$ cat config.mk
export PLATFORM = sky130hd
export DESIGN_NAME = dual_data_space_addressing
export DESIGN_NICKNAME = d
export VERILOG_FILES = /design/src/core/dds_pkg.sv /design/src/core/dual_data_space_addressing.sv
export VERILOG_INCLUDE_DIRS = /design/src /design/src/core
export SDC_FILE = /design/constraint.sdc
export NUM_CORES = 1
export LEC_CHECK = 0
export BUFFER_PORTS_ARGS = -buffer_cell sky130_fd_sc_hd__buf_2
export CELL_PAD_IN_SITES_DETAIL_PLACEMENT = 1
export CELL_PAD_IN_SITES_GLOBAL_PLACEMENT = 2
export CORE_AREA = 2 2 162 164
export CTS_BUF_LIST = sky130_fd_sc_hd__clkbuf_8
export DETAILED_ROUTE_END_ITERATION = 8
export DIE_AREA = 0 0 164 166
export PLACE_DENSITY = 0.85
export SETUP_SLACK_MARGIN = 0.1
export SLEW_MARGIN = 20
export SYNTH_ARGS = -nofsm -noshare
export SYNTH_HDL_FRONTEND = slang
export SYNTH_SLANG_ARGS = --single-unit
export TNS_END_PERCENT = 5
$ cat constraint.sdc
create_clock -name core_clk -period 3.2 [get_ports core_clk]
set_input_delay 0.64 -clock core_clk [delete_from_list [all_inputs] [get_ports core_clk]]
set_output_delay 0.64 -clock core_clk [all_outputs]
set_load 0.05 [all_outputs]
$ cat src/core/dds_params.svh
// constants for the dual data space address path
`ifndef DDS_PARAMS_SVH
`define DDS_PARAMS_SVH
`define DDS_ADDR_W 16
`define DDS_DATA_W 16
`define DDS_BYTE_W 8
`define DDS_REV_BITS 4
`define DDS_Y_BASE 16'h0800
`define DDS_BE_WORD 2'h3
`define DDS_BE_LO 2'h1
`define DDS_BE_HI 2'h2
`define DDS_BE_NONE 2'h0
`endif

$ cat src/core/dds_pkg.sv
// types shared by the dual data space address path
package dds_pkg;
   typedef enum logic [1:0]
   {
      OP_IDLE = 2'h0,
      OP_READ = 2'h1,
      OP_WRITE = 2'h2,
      OP_DUAL = 2'h3
   } op_t;
endpackage

$ cat src/core/dual_data_space_addressing.sv
// dual X/Y data space address generation and RAM access paths
`timescale 1ns/1ps
`default_nettype none
`include "dds_params.svh"

module dual_data_space_addressing #(
   parameter int ADDR_W = `DDS_ADDR_W,
   parameter int DATA_W = `DDS_DATA_W,
   parameter int REV_BITS = `DDS_REV_BITS,
   parameter logic [ADDR_W-1:0] Y_BASE = `DDS_Y_BASE
)
(
   // clock and reset
   input wire logic core_clk,
   input wire logic reset_n,
   // request from the pipeline
   input wire dds_pkg::op_t reqOp,
   input wire logic reqByte,
   input wire logic reqBitRev,
   input wire logic [ADDR_W-1:0] xAddr,
   input wire logic [ADDR_W-1:0] yAddr,
   input wire logic [DATA_W-1:0] wrData,
   // address generator modify and modulo setup
   input wire logic [ADDR_W-1:0] xStep,
   input wire logic [ADDR_W-1:0] yStep,
   input wire logic xModEn,
   input wire logic [ADDR_W-1:0] xModStart,
   input wire logic [ADDR_W-1:0] xModEnd,
   input wire logic yModEn,
   input wire logic [ADDR_W-1:0] yModStart,
   input wire logic [ADDR_W-1:0] yModEnd,
   // X bank port
   output logic [ADDR_W-2:0] xRamAddr,
   output logic xRamRd,
   output logic xRamWr,
   output logic [1:0] xRamBe,
   output logic [DATA_W-1:0] xRamWdata,
   input wire logic [DATA_W-1:0] xRamRdata,
   // Y bank port
   output logic [ADDR_W-2:0] yRamAddr,
   output logic yRamRd,
   output logic yRamWr,
   output logic [1:0] yRamBe,
   output logic [DATA_W-1:0] yRamWdata,
   input wire logic [DATA_W-1:0] yRamRdata,
   // results to the pipeline
   output logic [DATA_W-1:0] xReadData,
   output logic [DATA_W-1:0] yReadData,
   output logic rdValid,
   output logic dualValid,
   output logic [ADDR_W-1:0] xNextPtr,
   output logic [ADDR_W-1:0] yNextPtr,
   output logic spaceErr
);

   // ****************************************
   // address generators
   // ****************************************
   logic [REV_BITS-1:0] revIdx;
   logic [ADDR_W-1:0] xRevAddr;
   logic [ADDR_W-1:0] xSum;
   logic [ADDR_W-1:0] ySum;

   genvar g;
   generate
      for (g = 0; g < REV_BITS; g++)
      begin : g_rev
         assign revIdx[g] = xAddr[REV_BITS - g];
      end
   endgenerate

   // index sits above bit 0 so the mirror works on words, not bytes
   assign xRevAddr = {xAddr[ADDR_W-1:REV_BITS+1], revIdx, xAddr[0]};
   assign xSum = xAddr + xStep;
   assign ySum = yAddr + yStep;

   // ****************************************
   // access stage
   // ****************************************
   logic [ADDR_W-2:0] xRamAddr_q, xRamAddr_d, yRamAddr_q, yRamAddr_d;
   logic xRamRd_q, xRamRd_d, xRamWr_q, xRamWr_d;
   logic yRamRd_q, yRamRd_d, yRamWr_q, yRamWr_d;
   logic [1:0] xRamBe_q, xRamBe_d, yRamBe_q, yRamBe_d;
   logic [DATA_W-1:0] xRamWdata_q, xRamWdata_d, yRamWdata_q, yRamWdata_d;
   logic [ADDR_W-1:0] xNextPtr_q, xNextPtr_d, yNextPtr_q, yNextPtr_d;
   logic spaceErr_q, spaceErr_d;
   // read return steering, held for the data cycle
   logic pend_q, pend_d, pendDual_q, pendDual_d, fromY_q, fromY_d;
   logic [1:0] lane_q, lane_d;
   logic [ADDR_W-1:0] eff;
   logic [1:0] be;
   logic inY;

   always_comb
   begin
      {xRamAddr_d, yRamAddr_d} = {xRamAddr_q, yRamAddr_q};
      {xRamWdata_d, yRamWdata_d} = {xRamWdata_q, yRamWdata_q};
      {xRamRd_d, xRamWr_d, yRamRd_d, yRamWr_d} = 4'h0;
      {xRamBe_d, yRamBe_d} = {`DDS_BE_NONE, `DDS_BE_NONE};
      {pend_d, pendDual_d, fromY_d, spaceErr_d} = 4'h0;
      lane_d = `DDS_BE_WORD;
      eff = xAddr;
      // bit reversal only ever reaches X-space writes
      if ((reqOp == dds_pkg::OP_WRITE) && reqBitRev && (xAddr < Y_BASE))
      begin
         eff = xRevAddr;
      end
      inY = (eff >= Y_BASE);
      be = reqByte ? (eff[0] ? `DDS_BE_HI : `DDS_BE_LO) : `DDS_BE_WORD;
      // modulo wrap on reaching the end of the buffer
      xNextPtr_d = (xModEn && (xAddr == xModEnd)) ? xModStart : xSum;
      yNextPtr_d = (yModEn && (yAddr == yModEnd)) ? yModStart : ySum;
      if (reqOp == dds_pkg::OP_IDLE)
      begin
         xNextPtr_d = xNextPtr_q;
         yNextPtr_d = yNextPtr_q;
      end
      case (reqOp)
         dds_pkg::OP_READ:
         begin
            // combined space: bank picked by the fixed boundary
            pend_d = 1'b1;
            lane_d = be;
            fromY_d = inY;
            if (inY)
            begin
               yRamRd_d = 1'b1;
               yRamBe_d = be;
               yRamAddr_d = eff[ADDR_W-1:1];
            end
            else
            begin
               xRamRd_d = 1'b1;
               xRamBe_d = be;
               xRamAddr_d = eff[ADDR_W-1:1];
            end
         end
         dds_pkg::OP_WRITE:
         begin
            // writes use the combined space, never a separate Y view
            if (inY)
            begin
               yRamWr_d = 1'b1;
               yRamBe_d = be;
               yRamAddr_d = eff[ADDR_W-1:1];
               yRamWdata_d = wrData;
            end
            else
            begin
               xRamWr_d = 1'b1;
               xRamBe_d = be;
               xRamAddr_d = eff[ADDR_W-1:1];
               xRamWdata_d = wrData;
            end
         end
         dds_pkg::OP_DUAL:
         begin
            // separate spaces: both banks read in the same cycle
            xRamRd_d = 1'b1;
            yRamRd_d = 1'b1;
            xRamBe_d = `DDS_BE_WORD;
            yRamBe_d = `DDS_BE_WORD;
            xRamAddr_d = xAddr[ADDR_W-1:1];
            yRamAddr_d = yAddr[ADDR_W-1:1];
            pendDual_d = 1'b1;
            // operands outside their own space are flagged, not rerouted
            spaceErr_d = (xAddr >= Y_BASE) || (yAddr < Y_BASE);
         end
         default: xRamRd_d = 1'b0;
      endcase
   end

   always_ff @(posedge core_clk or negedge reset_n)
   begin
      if (!reset_n)
      begin
         {xRamAddr_q, yRamAddr_q, xRamWdata_q, yRamWdata_q} <= '0;
         {xRamRd_q, xRamWr_q, yRamRd_q, yRamWr_q} <= 4'h0;
         {xRamBe_q, yRamBe_q} <= {`DDS_BE_NONE, `DDS_BE_NONE};
         {xNextPtr_q, yNextPtr_q} <= '0;
         {spaceErr_q, pend_q, pendDual_q, fromY_q} <= 4'h0;
         lane_q <= `DDS_BE_WORD;
      end
      else
      begin
         {xRamAddr_q, yRamAddr_q} <= {xRamAddr_d, yRamAddr_d};
         {xRamWdata_q, yRamWdata_q} <= {xRamWdata_d, yRamWdata_d};
         {xRamRd_q, xRamWr_q, yRamRd_q, yRamWr_q} <= {xRamRd_d, xRamWr_d, yRamRd_d, yRamWr_d};
         {xRamBe_q, yRamBe_q} <= {xRamBe_d, yRamBe_d};
         {xNextPtr_q, yNextPtr_q} <= {xNextPtr_d, yNextPtr_d};
         {spaceErr_q, pend_q, pendDual_q, fromY_q} <= {spaceErr_d, pend_d, pendDual_d, fromY_d};
         lane_q <= lane_d;
      end
   end

   // ****************************************
   // read return stage
   // ****************************************
   logic [DATA_W-1:0] xReadData_q, xReadData_d, yReadData_q, yReadData_d, src;
   logic rdValid_q, rdValid_d, dualValid_q, dualValid_d;

   always_comb
   begin
      xReadData_d = xReadData_q;
      yReadData_d = yReadData_q;
      src = fromY_q ? yRamRdata : xRamRdata;
      rdValid_d = pend_q;
      dualValid_d = pendDual_q;
      if (pend_q)
      begin
         // a byte comes back in the low lane, upper byte zero
         if (lane_q == `DDS_BE_HI)
         begin
            xReadData_d = {{(DATA_W-`DDS_BYTE_W){1'b0}}, src[DATA_W-1:`DDS_BYTE_W]};
         end
         else if (lane_q == `DDS_BE_LO)
         begin
            xReadData_d = {{(DATA_W-`DDS_BYTE_W){1'b0}}, src[`DDS_BYTE_W-1:0]};
         end
         else
         begin
            xReadData_d = src;
         end
      end
      if (pendDual_q)
      begin
         xReadData_d = xRamRdata;
         yReadData_d = yRamRdata;
      end
   end

   always_ff @(posedge core_clk or negedge reset_n)
   begin
      if (!reset_n)
      begin
         {xReadData_q, yReadData_q} <= '0;
         {rdValid_q, dualValid_q} <= 2'h0;
      end
      else
      begin
         {xReadData_q, yReadData_q} <= {xReadData_d, yReadData_d};
         {rdValid_q, dualValid_q} <= {rdValid_d, dualValid_d};
      end
   end

   assign {xRamAddr, yRamAddr} = {xRamAddr_q, yRamAddr_q};
   assign {xRamRd, xRamWr, yRamRd, yRamWr} = {xRamRd_q, xRamWr_q, yRamRd_q, yRamWr_q};
   assign {xRamBe, yRamBe} = {xRamBe_q, yRamBe_q};
   assign {xRamWdata, yRamWdata} = {xRamWdata_q, yRamWdata_q};
   assign {xReadData, yReadData} = {xReadData_q, yReadData_q};
   assign {rdValid, dualValid, spaceErr} = {rdValid_q, dualValid_q, spaceErr_q};
   assign {xNextPtr, yNextPtr} = {xNextPtr_q, yNextPtr_q};
endmodule // dual_data_space_addressing
`default_nettype wire

# After elaboration in Yosys (flattened, before gate mapping)
# Cells that the tools add are included.
[op_classes]
n_addsub = 2
multipliers = 0
div = 0
magnitude_cmp = 4
n_eq_ne = 9
shift = 0
mux = 29
bitwise = 1
n_reduce_logical = 13
[ops]
columns = ["op", "n"]
rows = [
  ["16-bit 2-to-1 mux", 7],
  ["15-bit one-hot mux with 2 select lines", 2],
  ["16-bit adder", 2],
  ["16-bit equality test", 2],
  ["16-bit by 12-bit greater-or-equal comparator with 1-bit output (second input constant)", 2],
  ["16-bit by 12-bit < comparator with 1-bit output (second input constant)", 2],
  ["15-bit 2-to-1 mux", 2],
  ["2-bit 2-to-1 mux", 5],
  ["1-bit 2-to-1 mux", 8],
  ["2-bit one-hot mux with 2 select lines", 2],
  ["2-bit AND reduction", 4],
  ["2-bit equality test (second input constant)", 3],
  ["5-bit 2-to-1 mux", 1],
  ["2-bit by 1-bit equality test with 1-bit output (second input constant)", 2],
  ["1-bit logical AND", 4],
  ["1-bit one-hot mux with 2 select lines", 2],
  ["2-bit nonzero test", 2],
  ["2-bit logical NOT", 1],
  ["2-bit by 1-bit != test with 1-bit output (second input constant)", 1],
  ["2-bit != test (second input constant)", 1],
  ["2-bit OR reduction", 1],
  ["1-bit logical OR", 1],
  ["1-bit inverter", 1],
]
[totals]
reg_bits = 142
latchBits = 0
ramBits = 0
mem_bits_ro = 0
out_inout_bits = 137
word_cells = 79
memories = 0

# Depth between registers and ports, before layout
[logic_depth]
ltp_word = 8
depth_mapped = 9

# Least setup slack after synthesis
# Ideal clock, no wire load.
[synth_path]
path_kind = "input port to flip-flop"
startpoint = "input yModEnd[0]"
endpoint = "register yNextPtr_q[5], in the netlist yNextPtr[5]"
arrival_ps = 2435
t_required_ps = 3075
setup_slack_ps = 640
cell_stages = 8
path_cell_list = "xor2_1 nor4_1 nand2_1 or4_4 buf_6 buf_8 mux2_4 mux2_2"
[synth_between]
elab_chain_cells = 3
[synth_lines]
columns = ["element", "line", "rtl"]
rows = [
  ["from (decl)", "dual_data_space_addressing.sv:31", "input wire logic [ADDR_W-1:0] yModEnd,"],
  ["16-bit equality test", "dual_data_space_addressing.sv:112", "yNextPtr_d = (yModEn && (yAddr == yModEnd)) ? yModStart : ySum;"],
  ["1-bit logical AND", "dual_data_space_addressing.sv:112", ""],
  ["16-bit 2-to-1 mux", "dual_data_space_addressing.sv:112", ""],
  ["to (signal assigned)", "dual_data_space_addressing.sv:190", "{xNextPtr_q, yNextPtr_q} <= {xNextPtr_d, yNextPtr_d};"],
  ["to (decl)", "dual_data_space_addressing.sv:85", "logic [ADDR_W-1:0] xNextPtr_q, xNextPtr_d, yNextPtr_q, yNextPtr_d;"],
]
# No other way between the ends.
# A chain may end at the register's enable or synchronous reset.

# Worst setup path after layout
[layout_path]
startpoint = "input xAddr[0]"
endpoint = "register xNextPtr_q[12], in the netlist xNextPtr[12]"
[layout_between]
elab_chain_cells = 3
[layout_lines]
columns = ["element", "line", "rtl"]
rows = [
  ["from (decl)", "dual_data_space_addressing.sv:20", "input wire logic [ADDR_W-1:0] xAddr,"],
  ["parallel branches: the longest is 2 deep, another holds 16-bit adder", "-", ""],
  ["16-bit 2-to-1 mux *", "dual_data_space_addressing.sv:111", "xNextPtr_d = (xModEn && (xAddr == xModEnd)) ? xModStart : xSum;"],
  ["to (signal assigned)", "dual_data_space_addressing.sv:190", ""],
  ["to (decl)", "dual_data_space_addressing.sv:85", ""],
]
# Every way passes the cells marked *.

==> impl_results.md <==
- Pin slew with the least headroom to its limit: 780 ps
- Synthesis Warnings: 0
- Number of H-tree branching levels: 4
- Overall track demand over capacity in global routing: 21.8%
- TritonCTS clock tree: done
- Setup slack of the most critical reg-to-reg path: 1230 ps
- Slew headroom: 47.9%
- Worst vdd rail ir drop: 0.259 mV
- Synthesis-to-layout area growth: 30.5%
- Via count of the first global-routing pass: 7652
- Combinational family with the most area after synthesis: multiplexers
- Fill cell instance count of the final layout: 3035
- Reg-to-reg critical path startpoint: lane_q[0]
- Number of buffers added to fix hold violations after cts: 0
- Register bit total from synthesis: 142
- Mapped Cells: about 800
- Sequential share of power: 37.0%
- Number of buffer and inverter stages on the critical path: 2
- Master of the slowest instance on the critical path: sky130_fd_sc_hd__fa_1
- Part of the Yosys area used for sequential elements: 44.1%
- R2R Path End: xReadData[9]
- Critical Setup Path Class: input pin to register
- Pin count of the biggest net entering global routing: slightly below 70
- Core Region: 25600 um^2
- Post-DP HPWL: 23.7 mm
- Routed Antenna Nets: 0
- Number of DRC violations after detailed-routing iteration 0: 516
- Fraction of post-synthesis cell area in the top cell type by area: a little over two fifths
- Part of the total power dissipated in combinational logic: between 30% and 40%
- P_int: 3.32 mW
- Placer's final routability congestion estimate: 0.845
- Most common cell after layout, fill and taps aside: sky130_fd_sc_hd__buf_2
- Post-route DRC violation count: 0
- RSZ-0062 raised after global routing: no
- Clock buffers created by TritonCTS: 17
- Routed via count divided by cell count: 5.00
- Biggest area contributors in the synthesized netlist: sky130_fd_sc_hd__dfrtp_1, sky130_fd_sc_hd__mux2_2, sky130_fd_sc_hd__ha_1
- Initial antenna violation count: 5
- First-pass iteration count of the detailed router: 5
- Max capacitance violation total: 0
- Arrival time reported for the critical path endpoint: around 2900 ps
- Leftover overflow at the end of global routing: 0
- CP endpoint kind: register
- Cells resized by post-CTS repair: 0
- Synthesized cell area: 8060 um^2
- Die extent in x: between 150 and 200 um
- CTS root buf: sky130_fd_sc_hd__clkbuf_8
- Class of the tightest hold or removal check: input pin to asynchronous set/reset pin
- Final number of max-transition violations: 0
- Met3 routing resource usage after global routing: under 10%
- Die area: 27200 um^2
- Worst clock skew on the final layout: 16.8 ps
- Post-synthesis adder-cell area fraction: 5.93%
- Compound-cell area share of the yosys netlist: 12.6%
- Maximum net fanout on the critical path: 5
- Fraction of power spent switching nets: 44.7%
- Post-detailed-routing wire length: 29.7 mm
- FFs w/ async S/R, synth: 100%
- Tmin final: 2560 ps
- Count of buffers inserted at the top-level ports: 320
- Number of library cell types mapped by synthesis: 65
- Xor/xnor share of the synthesized area: 5.54%
- Fin crit share: 79.8%
- Layout cells sized above 1: between 40% and 50%
- Syn Area/Cell: a little over 10 um^2
- NumNets Final: 1331
- Share of synthesized area spent on multiplexers: 15.8%
- Routed wire per std cell: 20.3 um
- Maximum operating frequency: 0.391 GHz
- Met2 Track Usage GR: between 30 and 40%
- Clock-pin slew on the worst setup and hold paths: 100 ps
- Post-synth EDFFs: 0
- Simple logic cell fraction of the synthesized area: 12.9%
- Outcome: finished clean
- Power density cells: about 570 nW/um^2
- Global route hottest layer: met2
- Data required time at the worst endpoint: 3520 ps
- Share of total power in the clock network: 23.2%
- Count of standard-cell rows: 59
- DR vias: 7300
- Skew-Pair Late Insertion Delay: 440 ps
- Count of clock tree sinks: 142
- Worst path top cell family by delay: compound AO/OA/AOI/OAI gates
- Die boundary height: 166 um
- Cell accounting for the most synthesized area: sky130_fd_sc_hd__dfrtp_1
- Predominant post-synthesis flop cell: sky130_fd_sc_hd__dfrtp_1
- Initial core utilization: 31.5%
- Most used cells in the layout excluding fill and tap cells: sky130_fd_sc_hd__buf_2, sky130_fd_sc_hd__dfrtp_1, sky130_fd_sc_hd__nand2_1
- Ordered list of cells on the worst path: buf_2 -> ha_1 -> inv_1 -> fa_1 -> nor2b_1 -> o2111ai_1 -> a21oi_1 -> o21bai_1 -> a2111oi_0 -> nor3_1
- Nets in the synthesized netlist: 1001
- Number of buffers inserted to repair setup after CTS: 0
- Global routing usage on met1: between 20% and 30%
- Maximum clock path buffer count: 2
- Switching power total: 2.69 mW
- Type of origin of the critical path: input pin
- Number of endpoints failing setup at the final stage: 0
- Setup TNS Final: 0 ps
- Tot Pwr: 6.01 mW
- Count of cells along the worst register-to-register path: 6
- Count of pins on the block boundary: 321
- First-pass GRT wire length: 44.9 mm
- Leakage Power: 5.25 nW
- Largest stage delay, worst path: 420 ps
- Final Hold Violating Endpoints: 0
how the worst max path moves through the flow:
stage                     startpoint           end  slack (ps)  depth (start not counted)
after global placement      xAddr[0]  xNextPtr[12]         310                         10
after CTS                   xAddr[0]  xNextPtr[12]         700                         10
final                       xAddr[0]  xNextPtr[12]         640                         10
after global routing        xAddr[0]  xNextPtr[12]         390                         10
after floorplan           yModEnd[0]   yNextPtr[5]         640                          8
after detailed placement    xAddr[0]  xNextPtr[12]         190                         10
through the flow:
stage | hold slack, ps | utilization [%] | area, um^2 | setup slack [ps] | instances
final | 155 | 41.1 | 10500 | 645 | 1461
after detailed placement | 458 | 39.6 | 10100 | 187 | 1426
after CTS | 164 | 41.0 | 10500 | 701 | 1457
after floorplan | 344 | - | 8060 | 640 | 780
after global placement | 452 | 39.6 | 10100 | 309 | 1426
after global routing | 162 | 41.0 | 10500 | 390 | 1458
cell usage after synthesis (3+ instances only):
master / instances
sky130_fd_sc_hd__or3_1: 3
sky130_fd_sc_hd__o31ai_1: 4
sky130_fd_sc_hd__xnor2_1: 20
sky130_fd_sc_hd__o21a_1: 3
sky130_fd_sc_hd__o21ai_0: 49
sky130_fd_sc_hd__a21oi_1: 51
sky130_fd_sc_hd__nand2b_1: 8
sky130_fd_sc_hd__or2_2: 3
sky130_fd_sc_hd__mux2i_1: 33
sky130_fd_sc_hd__nand3_1: 12
sky130_fd_sc_hd__xor2_1: 31
sky130_fd_sc_hd__dfrtp_1: 140
sky130_fd_sc_hd__or4_1: 3
sky130_fd_sc_hd__a222oi_1: 8
sky130_fd_sc_hd__a211oi_1: 5
sky130_fd_sc_hd__o211ai_1: 5
sky130_fd_sc_hd__a21o_1: 10
sky130_fd_sc_hd__a21boi_0: 5
sky130_fd_sc_hd__nor2b_1: 10
sky130_fd_sc_hd__ha_1: 35
sky130_fd_sc_hd__nand2_1: 106
sky130_fd_sc_hd__nor3_1: 8
sky130_fd_sc_hd__nor4_1: 8
sky130_fd_sc_hd__clkbuf_1: 28
sky130_fd_sc_hd__nand4_1: 7
sky130_fd_sc_hd__nor2_1: 29
sky130_fd_sc_hd__inv_1: 30
sky130_fd_sc_hd__mux4_2: 8
sky130_fd_sc_hd__mux2_2: 65
layer usage:
metal,routed length [um],part of all wire (%),vias up
met5,18,0.061,-
met4,512,1.7,4
met3,1930,6.5,33
met2,14300,48,250
met1,12900,44,3557
li1,-,-,3456
logic make-up (layout without fill, tap and decap cells):
family	count (synthesis)	count (layout)
buf+inv	63	405
xor+xnor	51	51
mux	108	108
fa+ha+maj	37	37
simple gates	216	216
other cells	0	4
flops	142	142
compound gates	163	163
layout make-up:
class	count	area, um^2	share of cell area (%)
multi-input combinational	575	4270	40.6
sequential	142	3560	33.8
timing repair buffer	343	1790	17.0
tap	335	419	3.98
clock buffer	17	234	2.22
clock inverter	14	125	1.19
inverter	31	116	1.11
antenna	4	10.0	0.0951
state kept, by name, indices dropped and copies added, names as in the netlist:
| register | cells |
|---|---|
| dualValid_d | 1 |
| xRamRd | 1 |
| spaceErr | 1 |
| rdValid | 1 |
| xReadData | 16 |
| xRamWdata | 16 |
| pend_q | 1 |
| yRamAddr | 15 |
| yRamBe | 2 |
| yRamRd | 1 |
| yRamWdata | 16 |
| dualValid | 1 |
| yReadData | 16 |
| xRamWr | 1 |
| fromY_q | 1 |
| yNextPtr | 16 |
| xRamBe | 2 |
| xRamAddr | 15 |
| xNextPtr | 16 |
| lane_q | 2 |
| yRamWr | 1 |
power groups by stage:
stage	clock [mW]	sequential (mW)	combinational, mW
after floorplan	0	3.25	0.656
after global placement	0	2.25	2.38
after detailed placement	0	2.27	2.41
after CTS	1.46	2.23	2.41
after global routing	1.54	2.27	2.55
final	1.39	2.23	2.39
(Power assumes the default switching activity.)
